File: src/dppt_pkg.sv
// Contract
// - Slot index 0..197, or 0..97 small variant.
// - Three slots: ON, OFF, limit counts.
// - Enable on: count ON time, output high.
// - Then count OFF time, output low, repeat.
// - Enable off holds output low always.
// - Enable off clears elapsed counters.
// - Presets are unsigned 16-bit, software written.
// - Endless mode repeats while enable stays on.
// - Pulse-count mode stops after limit pulses.
// - Total-time mode stops after limit time.
// - Endless mode ignores the limit preset.
// - Ticks of 1 s, 100 ms, 10 ms, 1 ms.
// - Preset changes act immediately.
// - Raised ON preset extends current ON period.
// - ON preset at/below count ends ON now.
// - Raised OFF preset extends current OFF period.
// - OFF preset at/below count starts ON now.
// - Reset reloads presets from stored defaults.
package dppt_pkg;
  // Clock and time base figures; cycle counts derive from them.
  localparam int unsigned CLK_PERIOD_NS = 100;
  localparam int unsigned NS_PER_MS = 1_000_000;
  localparam int unsigned T_1S_MS = 1000;
  localparam int unsigned T_100MS_MS = 100;
  localparam int unsigned T_10MS_MS = 10;
  localparam int unsigned T_1MS_MS = 1;
  localparam int unsigned CYC_1S = T_1S_MS * NS_PER_MS / CLK_PERIOD_NS;
  localparam int unsigned CYC_100MS = T_100MS_MS * NS_PER_MS / CLK_PERIOD_NS;
  localparam int unsigned CYC_10MS = T_10MS_MS * NS_PER_MS / CLK_PERIOD_NS;
  localparam int unsigned CYC_1MS = T_1MS_MS * NS_PER_MS / CLK_PERIOD_NS;
  // Slot pool limits and the slot footprint of this block.
  localparam int unsigned SLOT_MAX_FULL = 197;
  localparam int unsigned SLOT_MAX_SMALL = 97;
  localparam int unsigned SLOTS_USED = 3;
  // Preset width.
  localparam int unsigned PRESET_W = 16;
  // Byte offsets of the register map.
  localparam logic [5:0] ADDR_CTRL = 6'h00;
  localparam logic [5:0] ADDR_ON = 6'h04;
  localparam logic [5:0] ADDR_OFF = 6'h08;
  localparam logic [5:0] ADDR_LIM = 6'h0C;
  localparam logic [5:0] ADDR_STAT = 6'h10;
  localparam logic [5:0] ADDR_ELAP0 = 6'h14;
  localparam logic [5:0] ADDR_ELAP1 = 6'h18;
  localparam logic [5:0] ADDR_ELAP2 = 6'h1C;
  localparam logic [5:0] ADDR_SLOT = 6'h20;
  // Control fields.
  localparam int unsigned CTRL_MODE_LSB = 0;
  localparam int unsigned CTRL_SCALE_LSB = 2;
  // Status bit positions.
  localparam int unsigned STAT_OUT = 0;
  localparam int unsigned STAT_EN = 1;
  localparam int unsigned STAT_DONE = 2;
  localparam int unsigned STAT_ON = 3;
  // Run modes.
  localparam logic [1:0] MODE_ENDLESS = 2'h0;
  localparam logic [1:0] MODE_COUNT = 2'h1;
  localparam logic [1:0] MODE_TIME = 2'h2;
  // Time base selections.
  localparam logic [1:0] SCALE_1S = 2'h0;
  localparam logic [1:0] SCALE_100MS = 2'h1;
  localparam logic [1:0] SCALE_10MS = 2'h2;
  localparam logic [1:0] SCALE_1MS = 2'h3;
  // Sequencer states.
  typedef enum logic [1:0] {ST_IDLE, ST_ON, ST_OFF, ST_DONE} dppt_state_t;
endpackage : dppt_pkg

File: src/dppt_slot_cnt.sv
`timescale 1ns/1ns
// One elapsed-time slot: clears, steps by one, saturates at all ones.
module dppt_slot_cnt #(
  parameter int unsigned W = 16
) (
  // Clock and reset.
  input wire logic mclk,
  input wire logic nrst,
  // Control.
  input wire logic clr,
  input wire logic inc,
  // Elapsed value.
  output logic [W-1:0] count
);
  // All state of the slot.
  typedef struct packed {
    logic [W-1:0] cnt;
  } dppt_cnt_t;
  dppt_cnt_t s_q;
  dppt_cnt_t s_d;

  // Saturation keeps a long run from wrapping back under a preset.
  always_comb begin
    s_d = s_q;
    if (clr) begin
      s_d.cnt = '0;
    end else if (inc && (s_q.cnt != '1)) begin
      s_d.cnt = s_q.cnt + 1'b1;
    end
  end

  // State register.
  always_ff @(posedge mclk or negedge nrst) begin
    if (!nrst) begin
      s_q <= '0;
    end else begin
      s_q <= s_d;
    end
  end

  assign count = s_q.cnt;

  // A step never skips a value.
  AST_CNT_STEP: assert property (@(posedge mclk) disable iff (!nrst)
    (!clr && inc && count != '1) |=> (count == $past(count) + 1'b1))
    else $error("slot counter did not step by one");
endmodule : dppt_slot_cnt

File: src/dppt_prescale.sv
`timescale 1ns/1ns
// Divides mclk down to one tick per selected time base unit.
module dppt_prescale #(
  parameter int unsigned CYC_1S = dppt_pkg::CYC_1S,
  parameter int unsigned CYC_100MS = dppt_pkg::CYC_100MS,
  parameter int unsigned CYC_10MS = dppt_pkg::CYC_10MS,
  parameter int unsigned CYC_1MS = dppt_pkg::CYC_1MS,
  parameter int unsigned CW = 24
) (
  // Clock and reset.
  input wire logic mclk,
  input wire logic nrst,
  // Restart and time base select.
  input wire logic clr,
  input wire logic [1:0] scale,
  // One-cycle tick.
  output logic tick
);
  // All state of the divider.
  typedef struct packed {
    logic [CW-1:0] cnt;
  } dppt_pre_t;
  dppt_pre_t s_q;
  dppt_pre_t s_d;
  logic [CW-1:0] reload;

  if (CYC_1MS < 2 || CYC_1S >= (64'h1 << CW)) begin : g_chk
    $error("prescaler periods do not fit the counter");
  end

  // Reload value for the chosen base; a change applies at the next reload.
  always_comb begin
    case (scale)
      dppt_pkg::SCALE_1S: reload = CW'(CYC_1S - 1);
      dppt_pkg::SCALE_100MS: reload = CW'(CYC_100MS - 1);
      dppt_pkg::SCALE_10MS: reload = CW'(CYC_10MS - 1);
      default: reload = CW'(CYC_1MS - 1);
    endcase
  end

  // Count down; the tick marks the zero crossing.
  always_comb begin
    s_d = s_q;
    if (clr || s_q.cnt == '0) begin
      s_d.cnt = reload;
    end else begin
      s_d.cnt = s_q.cnt - 1'b1;
    end
  end

  // State register.
  always_ff @(posedge mclk or negedge nrst) begin
    if (!nrst) begin
      s_q <= '0;
    end else begin
      s_q <= s_d;
    end
  end

  // Held off during restart so the first unit after enable is whole.
  assign tick = !clr && (s_q.cnt == '0);

  // Two ticks are never adjacent since every base spans many cycles.
  AST_TICK_GAP: assert property (@(posedge mclk) disable iff (!nrst)
    tick |=> !tick)
    else $error("prescaler ticked on consecutive cycles");
endmodule : dppt_prescale

File: src/dppt_dual_period_block.sv
`timescale 1ns/1ns
// Repeating ON/OFF pulse generator with endless, pulse-count and
// total-time run modes, presets reachable over Avalon-MM.
module dppt_dual_period_block #(
  parameter int unsigned SLOT_BASE = 0,
  parameter bit SMALL_VARIANT = 1'b0,
  parameter logic [15:0] ON_DEFAULT = 16'h0001,
  parameter logic [15:0] OFF_DEFAULT = 16'h0001,
  parameter logic [15:0] LIM_DEFAULT = 16'h0000,
  parameter logic [1:0] MODE_DEFAULT = dppt_pkg::MODE_ENDLESS,
  parameter logic [1:0] SCALE_DEFAULT = dppt_pkg::SCALE_1S,
  parameter int unsigned CYC_1S = dppt_pkg::CYC_1S,
  parameter int unsigned CYC_100MS = dppt_pkg::CYC_100MS,
  parameter int unsigned CYC_10MS = dppt_pkg::CYC_10MS,
  parameter int unsigned CYC_1MS = dppt_pkg::CYC_1MS
) (
  // Clock and reset.
  input wire logic mclk,
  input wire logic nrst,
  // Enable from program logic on the same clock, and the pulse output.
  input wire logic en,
  output logic pulse_out,
  // Avalon-MM slave.
  input wire logic [5:0] avs_address,
  input wire logic avs_read,
  input wire logic avs_write,
  input wire logic [31:0] avs_writedata,
  input wire logic [3:0] avs_byteenable,
  output logic [31:0] avs_readdata,
  output logic avs_waitrequest
);
  localparam int unsigned PW = dppt_pkg::PRESET_W;

  // All state of the block: sequencer, bus answer and working presets.
  typedef struct packed {
    dppt_pkg::dppt_state_t st;
    logic out;
    logic ack;
    logic [31:0] rdata;
    logic [1:0] mode;
    logic [1:0] scale;
    logic [PW-1:0] on_dur;
    logic [PW-1:0] off_dur;
    logic [PW-1:0] lim_val;
  } dppt_core_t;

  dppt_core_t s_q;
  dppt_core_t s_d;

  // Elapsed counters, one per occupied slot: ON, OFF, limit.
  logic [PW-1:0] elap [dppt_pkg::SLOTS_USED];
  logic [dppt_pkg::SLOTS_USED-1:0] c_clr;
  logic [dppt_pkg::SLOTS_USED-1:0] c_inc;
  logic tick;
  logic lim_hit;
  logic req;
  logic wr_go;

  // Slot index must not exceed the pool maximum; only SLOT_BASE itself is checked.
  // The small variant has a shorter pool; a bad index fails at build.
  if (SLOT_BASE > (SMALL_VARIANT ? dppt_pkg::SLOT_MAX_SMALL
                                 : dppt_pkg::SLOT_MAX_FULL)) begin : g_slot_chk
    $error("slot index out of range for this variant");
  end

  // The three slots sit at consecutive indices from SLOT_BASE.
  for (genvar i = 0; i < dppt_pkg::SLOTS_USED; i++) begin : g_slot
    dppt_slot_cnt #(
      .W(PW)
    ) i_dppt_slot_cnt (
      .mclk(mclk),
      .nrst(nrst),
      .clr(c_clr[i]),
      .inc(c_inc[i]),
      .count(elap[i])
    );
  end

  // Time base restarts while idle so the first ON unit is a full one.
  dppt_prescale #(
    .CYC_1S(CYC_1S),
    .CYC_100MS(CYC_100MS),
    .CYC_10MS(CYC_10MS),
    .CYC_1MS(CYC_1MS)
  ) i_dppt_prescale (
    .mclk(mclk),
    .nrst(nrst),
    .clr(s_q.st == dppt_pkg::ST_IDLE),
    .scale(s_q.scale),
    .tick(tick)
  );

  // Bus request and the edge at which a write takes effect.
  assign req = avs_read || avs_write;
  assign wr_go = avs_write && s_q.ack;

  // Limit reached; never in endless mode, which ignores the limit.
  assign lim_hit = (s_q.mode != dppt_pkg::MODE_ENDLESS) &&
                   (elap[2] >= s_q.lim_val);

  // Sequencer. Presets are compared live each cycle, so a rewritten
  // preset acts on the very next cycle without waiting for a period end.
  always_comb begin
    s_d = s_q;
    c_clr = '0;
    c_inc = '0;
    if (!en) begin
      // Disabled: the state and elapsed counters return to zero and the output falls.
      s_d.st = dppt_pkg::ST_IDLE;
      c_clr = '1;
    end else begin
      case (s_q.st)
        dppt_pkg::ST_IDLE: begin
          // A zero limit ends the run before any pulse.
          if (lim_hit) begin
            s_d.st = dppt_pkg::ST_DONE;
          end else begin
            s_d.st = dppt_pkg::ST_ON;
          end
        end
        dppt_pkg::ST_ON: begin
          // ON phase: count ticks against the live ON preset.
          c_inc[2] = tick && (s_q.mode == dppt_pkg::MODE_TIME);
          if (lim_hit) begin
            s_d.st = dppt_pkg::ST_DONE;
          end else if (elap[0] >= s_q.on_dur) begin
            // Also taken at once when ON is lowered under the count.
            s_d.st = dppt_pkg::ST_OFF;
            c_clr[0] = 1'b1;
            c_inc[2] = (s_q.mode == dppt_pkg::MODE_COUNT) ||
                       (tick && (s_q.mode == dppt_pkg::MODE_TIME));
          end else begin
            c_inc[0] = tick;
          end
        end
        dppt_pkg::ST_OFF: begin
          // OFF phase: the time limit keeps counting here too.
          c_inc[2] = tick && (s_q.mode == dppt_pkg::MODE_TIME);
          if (lim_hit) begin
            s_d.st = dppt_pkg::ST_DONE;
          end else if (elap[1] >= s_q.off_dur) begin
            // Endless mode comes back here every cycle of the pattern.
            s_d.st = dppt_pkg::ST_ON;
            c_clr[1] = 1'b1;
          end else begin
            c_inc[1] = tick;
          end
        end
        dppt_pkg::ST_DONE: begin
          // Parked until enable drops; only that restarts from zero.
          s_d.st = dppt_pkg::ST_DONE;
        end
        default: begin
          s_d.st = dppt_pkg::ST_IDLE;
        end
      endcase
    end
    // Output is high exactly in the ON phase.
    s_d.out = (s_d.st == dppt_pkg::ST_ON);

    // Bus: one wait cycle, read data captured in the first cycle.
    s_d.ack = req && !s_q.ack;
    if (req && !s_q.ack) begin
      case (avs_address)
        dppt_pkg::ADDR_CTRL: begin
          s_d.rdata = '0;
          s_d.rdata[dppt_pkg::CTRL_MODE_LSB +: 2] = s_q.mode;
          s_d.rdata[dppt_pkg::CTRL_SCALE_LSB +: 2] = s_q.scale;
        end
        dppt_pkg::ADDR_ON: s_d.rdata = 32'(s_q.on_dur);
        dppt_pkg::ADDR_OFF: s_d.rdata = 32'(s_q.off_dur);
        dppt_pkg::ADDR_LIM: s_d.rdata = 32'(s_q.lim_val);
        dppt_pkg::ADDR_STAT: begin
          s_d.rdata = '0;
          s_d.rdata[dppt_pkg::STAT_OUT] = s_q.out;
          s_d.rdata[dppt_pkg::STAT_EN] = en;
          s_d.rdata[dppt_pkg::STAT_DONE] = (s_q.st == dppt_pkg::ST_DONE);
          s_d.rdata[dppt_pkg::STAT_ON] = (s_q.st == dppt_pkg::ST_ON);
        end
        dppt_pkg::ADDR_ELAP0: s_d.rdata = 32'(elap[0]);
        dppt_pkg::ADDR_ELAP1: s_d.rdata = 32'(elap[1]);
        dppt_pkg::ADDR_ELAP2: s_d.rdata = 32'(elap[2]);
        dppt_pkg::ADDR_SLOT: s_d.rdata = 32'(SLOT_BASE);
        default: s_d.rdata = '0;
      endcase
    end

    // Writes land in volatile working copies; byte lanes 0 and 1 only.
    // Lanes 2 and 3 carry nothing, since the presets are 16 bits wide.
    if (wr_go) begin
      case (avs_address)
        dppt_pkg::ADDR_CTRL: begin
          if (avs_byteenable[0]) begin
            s_d.mode = avs_writedata[dppt_pkg::CTRL_MODE_LSB +: 2];
            s_d.scale = avs_writedata[dppt_pkg::CTRL_SCALE_LSB +: 2];
          end
        end
        dppt_pkg::ADDR_ON: begin
          if (avs_byteenable[0]) s_d.on_dur[7:0] = avs_writedata[7:0];
          if (avs_byteenable[1]) s_d.on_dur[15:8] = avs_writedata[15:8];
        end
        dppt_pkg::ADDR_OFF: begin
          if (avs_byteenable[0]) s_d.off_dur[7:0] = avs_writedata[7:0];
          if (avs_byteenable[1]) s_d.off_dur[15:8] = avs_writedata[15:8];
        end
        dppt_pkg::ADDR_LIM: begin
          if (avs_byteenable[0]) s_d.lim_val[7:0] = avs_writedata[7:0];
          if (avs_byteenable[1]) s_d.lim_val[15:8] = avs_writedata[15:8];
        end
        default: begin
          // Read-only and unmapped words ignore writes.
        end
      endcase
    end
  end

  // State register; reset restores the stored preset image.
  always_ff @(posedge mclk or negedge nrst) begin
    if (!nrst) begin
      s_q.st <= dppt_pkg::ST_IDLE;
      s_q.out <= 1'b0;
      s_q.ack <= 1'b0;
      s_q.rdata <= '0;
      s_q.mode <= MODE_DEFAULT;
      s_q.scale <= SCALE_DEFAULT;
      s_q.on_dur <= ON_DEFAULT;
      s_q.off_dur <= OFF_DEFAULT;
      s_q.lim_val <= LIM_DEFAULT;
    end else begin
      s_q <= s_d;
    end
  end

  // Outputs; the handshake is combinational, data come from flops.
  assign pulse_out = s_q.out;
  assign avs_readdata = s_q.rdata;
  assign avs_waitrequest = req && !s_q.ack;

  // Enable low forces the output low on the next edge.
  AST_EN_LOW_OUT: assert property (@(posedge mclk) disable iff (!nrst)
    !en |=> !pulse_out)
    else $error("output high after enable was low");

  // Enable low empties the ON, OFF and limit slots.
  AST_EN_LOW_CLR: assert property (@(posedge mclk) disable iff (!nrst)
    !en |=> (elap[0] == '0 && elap[1] == '0 && elap[2] == '0))
    else $error("elapsed counters not cleared while disabled");

  // Enable in endless mode from idle raises the output next edge.
  AST_START_ON: assert property (@(posedge mclk) disable iff (!nrst)
    (s_q.st == dppt_pkg::ST_IDLE && en &&
     s_q.mode == dppt_pkg::MODE_ENDLESS) |=> pulse_out)
    else $error("output did not rise on enable");

  // ON count at or past the preset ends the ON phase at once.
  AST_ON_END: assert property (@(posedge mclk) disable iff (!nrst)
    (s_q.st == dppt_pkg::ST_ON && en && !lim_hit &&
     elap[0] >= s_q.on_dur) |=> !pulse_out && elap[0] == '0)
    else $error("ON phase did not end at its preset");

  // OFF count at or past the preset starts the ON phase in endless mode.
  AST_OFF_END: assert property (@(posedge mclk) disable iff (!nrst)
    (s_q.st == dppt_pkg::ST_OFF && en && elap[1] >= s_q.off_dur &&
     s_q.mode == dppt_pkg::MODE_ENDLESS) |=> pulse_out && elap[1] == '0)
    else $error("ON phase did not restart after OFF");

  // Endless mode never parks, whatever the limit says.
  AST_ENDLESS: assert property (@(posedge mclk) disable iff (!nrst)
    (en && s_q.mode == dppt_pkg::MODE_ENDLESS &&
     s_q.st != dppt_pkg::ST_DONE) |=> s_q.st != dppt_pkg::ST_DONE)
    else $error("endless mode stopped");

  // Reaching the limit in a limited mode drops the output for good.
  AST_LIMIT_STOP: assert property (@(posedge mclk) disable iff (!nrst)
    (en && lim_hit && s_q.st != dppt_pkg::ST_DONE)
    |=> !pulse_out && s_q.st == dppt_pkg::ST_DONE)
    else $error("limit reached but output kept running");

  // Parked state keeps the output low while enable stays on.
  AST_PARKED: assert property (@(posedge mclk) disable iff (!nrst)
    (s_q.st == dppt_pkg::ST_DONE && en) |=> !pulse_out)
    else $error("parked block raised its output");

  // ON count holds between ticks below the preset.
  AST_ON_HOLD: assert property (@(posedge mclk) disable iff (!nrst)
    (s_q.st == dppt_pkg::ST_ON && en && !tick && !lim_hit &&
     elap[0] < s_q.on_dur) |=> $stable(elap[0]))
    else $error("ON count moved without a tick");

  // OFF count holds between ticks below the preset.
  AST_OFF_HOLD: assert property (@(posedge mclk) disable iff (!nrst)
    (s_q.st == dppt_pkg::ST_OFF && en && !tick && !lim_hit &&
     elap[1] < s_q.off_dur) |=> $stable(elap[1]))
    else $error("OFF count moved without a tick");

  // Leaving idle below the limit starts a fresh ON phase.
  AST_IDLE_START: assert property (@(posedge mclk) disable iff (!nrst)
    (s_q.st == dppt_pkg::ST_IDLE && en && !lim_hit)
    |=> s_q.st == dppt_pkg::ST_ON && elap[0] == '0)
    else $error("run did not start from zero");

  // Pulse-count mode steps the limit slot at each ON end.
  AST_COUNT_STEP: assert property (@(posedge mclk) disable iff (!nrst)
    (s_q.st == dppt_pkg::ST_ON && en && !lim_hit &&
     elap[0] >= s_q.on_dur && elap[2] != '1 &&
     s_q.mode == dppt_pkg::MODE_COUNT)
    |=> elap[2] == $past(elap[2]) + 1'b1)
    else $error("pulse count did not step");

  // Total-time mode steps the limit slot on every tick of the ON and OFF phases.
  AST_TIME_STEP: assert property (@(posedge mclk) disable iff (!nrst)
    (s_q.st != dppt_pkg::ST_IDLE && s_q.st != dppt_pkg::ST_DONE &&
     en && tick && !lim_hit && elap[2] != '1 &&
     s_q.mode == dppt_pkg::MODE_TIME)
    |=> elap[2] == $past(elap[2]) + 1'b1)
    else $error("total time did not step");

  // Endless mode leaves the limit slot alone.
  AST_NO_LIMIT: assert property (@(posedge mclk) disable iff (!nrst)
    (en && s_q.mode == dppt_pkg::MODE_ENDLESS)
    |=> $stable(elap[2]))
    else $error("limit slot moved in endless mode");

  // Every request is answered after exactly one wait cycle.
  AST_ONE_WAIT: assert property (@(posedge mclk) disable iff (!nrst)
    (req && !s_q.ack) |=> s_q.ack)
    else $error("bus request was not answered");

  // A full-width write lands on the ON preset at once.
  AST_ON_WRITE: assert property (@(posedge mclk) disable iff (!nrst)
    (wr_go && avs_address == dppt_pkg::ADDR_ON &&
     avs_byteenable[1:0] == 2'h3)
    |=> s_q.on_dur == $past(avs_writedata[15:0]))
    else $error("ON preset write did not land");

  // A full-width write lands on the OFF preset at once.
  AST_OFF_WRITE: assert property (@(posedge mclk) disable iff (!nrst)
    (wr_go && avs_address == dppt_pkg::ADDR_OFF &&
     avs_byteenable[1:0] == 2'h3)
    |=> s_q.off_dur == $past(avs_writedata[15:0]))
    else $error("OFF preset write did not land");

  // A parked block stays parked until enable drops.
  AST_PARK_HOLD: assert property (@(posedge mclk) disable iff (!nrst)
    (s_q.st == dppt_pkg::ST_DONE && en)
    |=> s_q.st == dppt_pkg::ST_DONE)
    else $error("parked block left the parked state");
endmodule : dppt_dual_period_block

File: config.mk
export PLATFORM = sky130hd
export DESIGN_NAME = dppt_dual_period_block
export DESIGN_NICKNAME = d
export VERILOG_FILES = /design/src/dppt_pkg.sv /design/src/dppt_slot_cnt.sv /design/src/dppt_prescale.sv /design/src/dppt_dual_period_block.sv
export SDC_FILE = /design/constraint.sdc
export NUM_CORES = 1
export LEC_CHECK = 0
export ABC_AREA = 1
export BUFFER_PORTS_ARGS = -buffer_cell sky130_fd_sc_hd__buf_2
export CAP_MARGIN = 25
export CORE_MARGIN = 1.5
export CORE_UTILIZATION = 52
export CTS_BUF_LIST = sky130_fd_sc_hd__clkbuf_16
export DETAILED_ROUTE_END_ITERATION = 6
export PLACE_DENSITY = 0.79
export SYNTH_ARGS = -nofsm -noshare
export SYNTH_HDL_FRONTEND = slang
export SYNTH_SLANG_ARGS = --single-unit
File: constraint.sdc
create_clock -name mclk -period 2.65 [get_ports mclk]
set_input_delay 0.265 -clock mclk [delete_from_list [all_inputs] [get_ports mclk]]
set_output_delay 0.265 -clock mclk [all_outputs]
set_load 0.02 [all_outputs]
==> results of run 1 <==
-- kinds of logic (layout without fill, tap and decap cells) --
family,after synthesis,count (layout),synth area share (%)
adders and majority gates,62,62,8.184
DFF,144,144,38.04
and+or+nand+nor,569,569,26.72
muxes,3,3,0.3564
AOI/OAI and AO/OA,178,178,10.60
buffers and inverters,242,316,11.17
other,1,16,0.03956
xor gates and xnor gates,53,53,4.897
-- sequential cells by signal (all words and copies together) (netlist names) --
name and count:
avs_readdata 16, g_slot.i_dppt_slot_cnt.count 48, i_dppt_prescale.s_q 24, pulse_out 1
s_q 55
-- cells in the mapped netlist, drive strengths merged --
cell type | count | area share, %
a21oi | 40 | 2.1
a221oi | 4 | 0.37
a22oi | 2 | 0.16
a31oi | 3 | 0.20
a41oi | 1 | 0.092
and3 | 2 | 0.13
buf | 42 | 3.2
clkbuf | 20 | 0.79
clkinv | 1 | 0.040
conb | 1 | 0.040
dfrtp | 142 | 37
dfstp | 2 | 0.55
ha | 62 | 8.2
inv | 179 | 7.1
mux2 | 3 | 0.36
nand2 | 331 | 13
nand3 | 72 | 3.8
nand3b | 19 | 1.5
nand4 | 33 | 2.2
nor2 | 76 | 3.4
nor3 | 27 | 1.8
nor3b | 1 | 0.079
nor4 | 7 | 0.46
o2111ai | 10 | 0.92
o21a | 1 | 0.079
o21ai | 92 | 5.0
o21bai | 1 | 0.079
o22ai | 22 | 1.5
o31ai | 2 | 0.16
or2 | 1 | 0.066
xnor2 | 3 | 0.28
xor2 | 50 | 4.6
-- power by group through the flow --
stage	Combinational, mW	Sequential (mW)	Clock [mW]
after floorplan	0.896	2.52	0
after global placement	1.22	2.55	0
after CTS	1.28	2.53	2.44
after global routing	1.53	2.55	2.53
after detailed placement	1.27	2.56	0
final	1.36	2.53	2.43
-- what timing repair did --
action / CTS / global route
endpoints found under the hold margin: 44 / 0
gates resized for setup: 1 / 3
hold buffers: 1 / 0
setup endpoints to repair: 2 / 32
pin swaps: 0 / 2
setup buffers: 0 / 3
-- through the flow --
stage	std cells	power, mW	hold slack [ns]
after global routing	1570	6.609	0.1343
final	1570	6.323	0.1167
after floorplan	1267	3.421	-0.03059
after CTS	1567	6.248	0.1149
after global placement	1534	3.779	0.2381
after detailed placement	1535	3.825	0.2434
-- per-layer routing --
metal	vias up	GRT usage [%]	share of wire (%)
met2	395	43.52	46
met1	4103	38.92	42
met3	70	4.711	8.4
li1	4194	-	-
met4	0	12.13	3.1
met5	-	0	0
-- layout make-up --
class                      instances  area, um^2  area share (%)
timing repair buffer             105       744.5           6.907
clock inverter                    14       152.6           1.416
sequential                       144        3606           33.45
clock buffer                      17       425.4           3.947
multi-input combinational        881        4885           45.32
inverter                         180       679.4           6.303
tap                              229       286.5           2.658
-- worst paths after layout --
kind,from,to,slack [ns]
setup / recovery,s_q[31],g_slot[1].i_dppt_slot_cnt.count[12],0.17
hold / removal,avs_writedata[14],s_q[46],0.12
setup reg to reg,s_q[31],g_slot[1].i_dppt_slot_cnt.count[12],0.17
hold reg to reg,i_dppt_prescale.s_q[0],i_dppt_prescale.s_q[0],0.46
max in group asynchronous,nrst,s_q[16],1.63
min in group asynchronous,nrst,i_dppt_prescale.s_q[11],0.34
-- worst register-to-register path, stage by stage, from the launching register on --
cell and delay [ns]:
dfrtp_1 0.34, inv_1 0.08, ha_1 0.34, nand2_1 0.11, nor3_1 0.41, nand3_1 0.22, nand3_1 0.15, nand2_1 0.07
o21ai_0 0.31, nor2_4 0.07, buf_12 0.15, nand2_1 0.06, nand2_1 0.05
==> impl_metrics.yaml, run 1 <==
run_status:
  status: "complete, no violations"
die:
  die_w_um: 138.0
  io_pins: 81
  chipHeight_um: 138.0
  initial_core_util_pct: 52.95
  die-area_um2: 19050
  coreArea_um2: 17900
  rows: 49
power:
  peakVddDrop_uv: 637.5
  leakage_nw: 5.433
  switching_share_pct: 32.52
  power_frac_clock_pct: 38.5
  seqPwrFrac_pct: 40.0
  power_frac_comb_pct: 21.5
  p_int_mw: 4.266
  powerDensity_nw_per_um2: 586.6
  p_sw_mw: 2.056
layout:
  syn2layout_area_growth_pct: 13.71
  final_area_um2: 10780
  fill_cells: 1555
  fin_nets: 1438
  final_common_cell: "nand2_1"
  antenna_cells: 0
  final_util_pct: 60.21
  mostFrequentLayoutCells: "nand2_1, inv_1, dfrtp_1"
  drive_gt1_share_pct: 12.08
cts:
  clock_sinks: 144
  cts_made_buffers: 17
  cts_tree: "yes"
  cts.clk_slew.worst_paths_ns: 0.07
  clockRootBuffer: "clkbuf_16"
  htreeDepth: 4
  clkLatencyLatePin_ns: 0.44
  clk_path_buf_depth: 2
min_path:
  hold_depth: 3
  hold_class: "in -> reg"
sta:
  period_needed_ns: 2.484
  fin_ws_ns: 0.1661
  fmax_mhz: 402.6
  setup_viol: 0
  slew_headroom_pct: 54.51
  setup_tns_ns: 0
  tightest_slew_ns: 0.6772
  final-hold-violation-count: 0
  fin_skew_ns: 0.01383
  drv_slew: 0
  rsz0062_at_grt: "false"
  fin_crit_sh_pct: 93.73
critical_path:
  crit_cells: 12
  reg2regPathDepth: 12
  path_buf_inv: 2
  path_class: "reg -> reg"
  worst_setup_path_end_kind: "register"
  worstPathCellList: "inv_1 > ha_1 > nand2_1 > nor3_1 > nand3_1 > nand3_1 > nand2_1 > o21ai_0 > nor2_4 > buf_12 > nand2_1 > nand2_1"
  crit_path_max_fanout: 15
  critPathTopFamily: "simple AND/OR/NAND/NOR gates"
  slowest_stage: "nor3_1"
  critPathArrivalTime_ns: 2.81
  cp_common_cell: "nand2_1"
  cp_data_required_time_ns: 2.97
  cpPeakStageDelay_ns: 0.41
  crit_path_start_kind: "register"
global_routing:
  antenna_found_initial: 0
  grtUsageTotal_pct: 28.06
  grt_max_degree: 54
  grt-ovfl-total: 0
  grt_pass1_wl_um: 42460
  first_global_vias: 8158
drt:
  ant_nets: 0
  wire_per_inst_um: 16.57
  wirelength_um: 26020
  vias: 8762
  drc: 0
  drt-initial-drc-count: 946
  vias_per_cell: 5.581
  dr.pass1.iters: 6
placement:
  gp_congestion: 0.9832
  placement.cell_area_um2: 10110
  dp_hpwl_um: 19350
  place_ws_ns: 0.1502
  port_buffers: 46
logic_synthesis:
  ys_seq_elements: 144
  ys_seq_area_share_pct: 38.04
  synth_area_um2: 9479
  synthCells: 1252
  yosysWarnings: 0
  syn_area_per_cell_um2: 7.571
  synth_cell_types: 43
run:
  drv_cap: 0
(Power assumes the default switching activity.)
==> run 2: changes to the inputs <==
Settings changed: BUFFER_PORTS_ARGS -buffer_cell sky130_fd_sc_hd__buf_2 to default, CELL_PAD_IN_SITES_DETAIL_PLACEMENT from default to 1, CELL_PAD_IN_SITES_GLOBAL_PLACEMENT from default to 2, CORE_UTILIZATION 52 to 38, DONT_BUFFER_PORTS from default to 1, PLACE_DENSITY 0.79 to 0.89.
==> impl_metrics.yaml, run 2 (same netlist as run 1, synthesis figures left out) <==
critical_path:
  cp_data_required_time_ns: 3.02
  cp_common_cell: "nand2_1"
  worstPathCellList: "ha_1 > nand4_1 > nor3_1 > nand2_1 > nand2_1 > nand2_2 > nand3_1 > nor2_4 > nor2_4 > nand2_1 > nand2_1"
  critPathArrivalTime_ns: 2.90
  path_class: "reg -> reg"
  crit_path_start_kind: "register"
  cpPeakStageDelay_ns: 0.44
  path_buf_inv: 0
  slowest_stage: "dfrtp_1"
  critPathTopFamily: "simple AND/OR/NAND/NOR gates"
  crit_path_max_fanout: 16
  worst_setup_path_end_kind: "register"
sta:
  final-hold-violation-count: 144
  slew_headroom_pct: 34.75
  rsz0062_at_grt: "true"
  tightest_slew_ns: 0.9756
  fin_hold_ws_ns: -0.4880
  fmax_mhz: 395.4
  fin_crit_sh_pct: 95.43
  setup_viol: 0
  drv_slew: 0
  period_needed_ns: 2.529
  fin_skew_ns: 0.02166
cts:
  htreeDepth: 4
  hold_buffers: 2
  clk_path_buf_depth: 2
  cts_tree: "yes"
  cts_made_buffers: 17
  clock_sinks: 144
  cts.clk_slew.worst_paths_ns: 0.07
  clockRootBuffer: "clkbuf_16"
  clkLatencyLatePin_ns: 0.44
drt:
  ant_nets: 0
  drt-initial-drc-count: 631
  vias_per_cell: 5.307
  drc: 0
  vias: 8534
  wire_per_inst_um: 18.85
  wirelength_um: 30320
  dr.pass1.iters: 5
layout:
  fin_nets: 1379
  top_register: "s_q"
  syn2layout_area_growth_pct: 10.98
  drive_gt1_share_pct: 8.106
  mostFrequentLayoutCells: "nand2_1, inv_1, dfrtp_1"
  largest_reg_flops: 55
  final_common_cell: "nand2_1"
  final_area_um2: 10520
die:
  rows: 57
  die-area_um2: 25900
  chipHeight_um: 160.9
  coreArea_um2: 24390
  initial_core_util_pct: 38.86
  io_pins: 81
  die_w_um: 160.9
power:
  powerDensity_nw_per_um2: 591.1
  leakage_nw: 5.126
  peakVddDrop_uv: 313.8
global_routing:
  grt_max_degree: 145
  first_global_vias: 8829
  grtUsageTotal_pct: 24.04
  antenna_found_initial: 1
  grt_pass1_wl_um: 48290
  grt-ovfl-total: 0
placement:
  dp_hpwl_um: 22590
  placement.cell_area_um2: 9896
  port_buffers: 0
  gp_congestion: 0.9096
min_path:
  hold_class: "in -> async"
run:
  drv_cap: 0
run_status:
  status: "finished, violations left"
  violations: "hold timing"
-- run 2: cell types whose count changed in the layout (fill, tap and decap cells not counted), sizes merged --
cell / change
dlygate4sd3: +1
clkinv: -1
clkinvlp: +3
diode: +1
buf: -60
bufinv: -1
-- run 2: final timing paths --
check,from,slack [ns],end,cells after the start
worst max-delay path,g_slot[2].i_dppt_slot_cnt.count[14],0.12,g_slot[0].i_dppt_slot_cnt.count[6],11
worst min-delay path,nrst,-0.49,i_dppt_prescale.s_q[9],0
worst max register to register,g_slot[2].i_dppt_slot_cnt.count[14],0.12,g_slot[0].i_dppt_slot_cnt.count[6],11
worst min register to register,i_dppt_prescale.s_q[0],0.47,i_dppt_prescale.s_q[0],1
max in group asynchronous,nrst,2.86,s_q[32],0
min in group mclk,en,0.02,g_slot[2].i_dppt_slot_cnt.count[13],2
-- run 2: cell type report --
| type | count | area [um^2] |
|---|---|---|
| fill | 3036 | 13870 |
| multi-input combinational | 881 | 4878 |
| sequential | 144 | 3606 |
| inverter | 180 | 679.4 |
| clock buffer | 17 | 425.4 |
| tap | 324 | 405.4 |
| timing repair buffer | 46 | 375.4 |
| clock inverter | 15 | 147.6 |
| antenna | 1 | 2.502 |
-- run 2: per-stage QoR --
step | instances | setup slack (ns) | power, mW | util [%] | setup TNS [ns]
floorplan | 1267 | 0.5447 | 3.421 | - | 0
global placement | 1572 | 0.2126 | 3.761 | 40.57 | 0
detailed placement | 1572 | 0.1393 | 3.806 | 40.57 | 0
CTS | 1606 | 0.09089 | 6.237 | 43.00 | 0
global route | 1608 | -0.04278 | 6.520 | 43.13 | -0.3514
finish | 1608 | 0.1211 | 6.219 | 43.13 | 0
-- run 2: timing repair --
action / 4_1_cts / 5_1_grt
gates resized for setup: 0 / 2
setup endpoints to repair: 0 / 32
setup buffers: 0 / 1
endpoints found under the hold margin: 159 / 144
-- run 2: layer usage --
metal  GRT usage, %  vias to the layer above  part of all wire [%]
met2          38.99                      182                    46
met1          33.02                     4234                    47
met3          3.771                       33                   4.8
met5              0                        -                     0
li1               -                     4085                     -
met4          7.113                        0                   1.9
-- run 2: power breakdown --
part,internal (mW),switching (mW),total [mW]
Clock,1.38,1.02,2.40
Combinational,0.382,0.887,1.27
Sequential,2.37,0.179,2.55
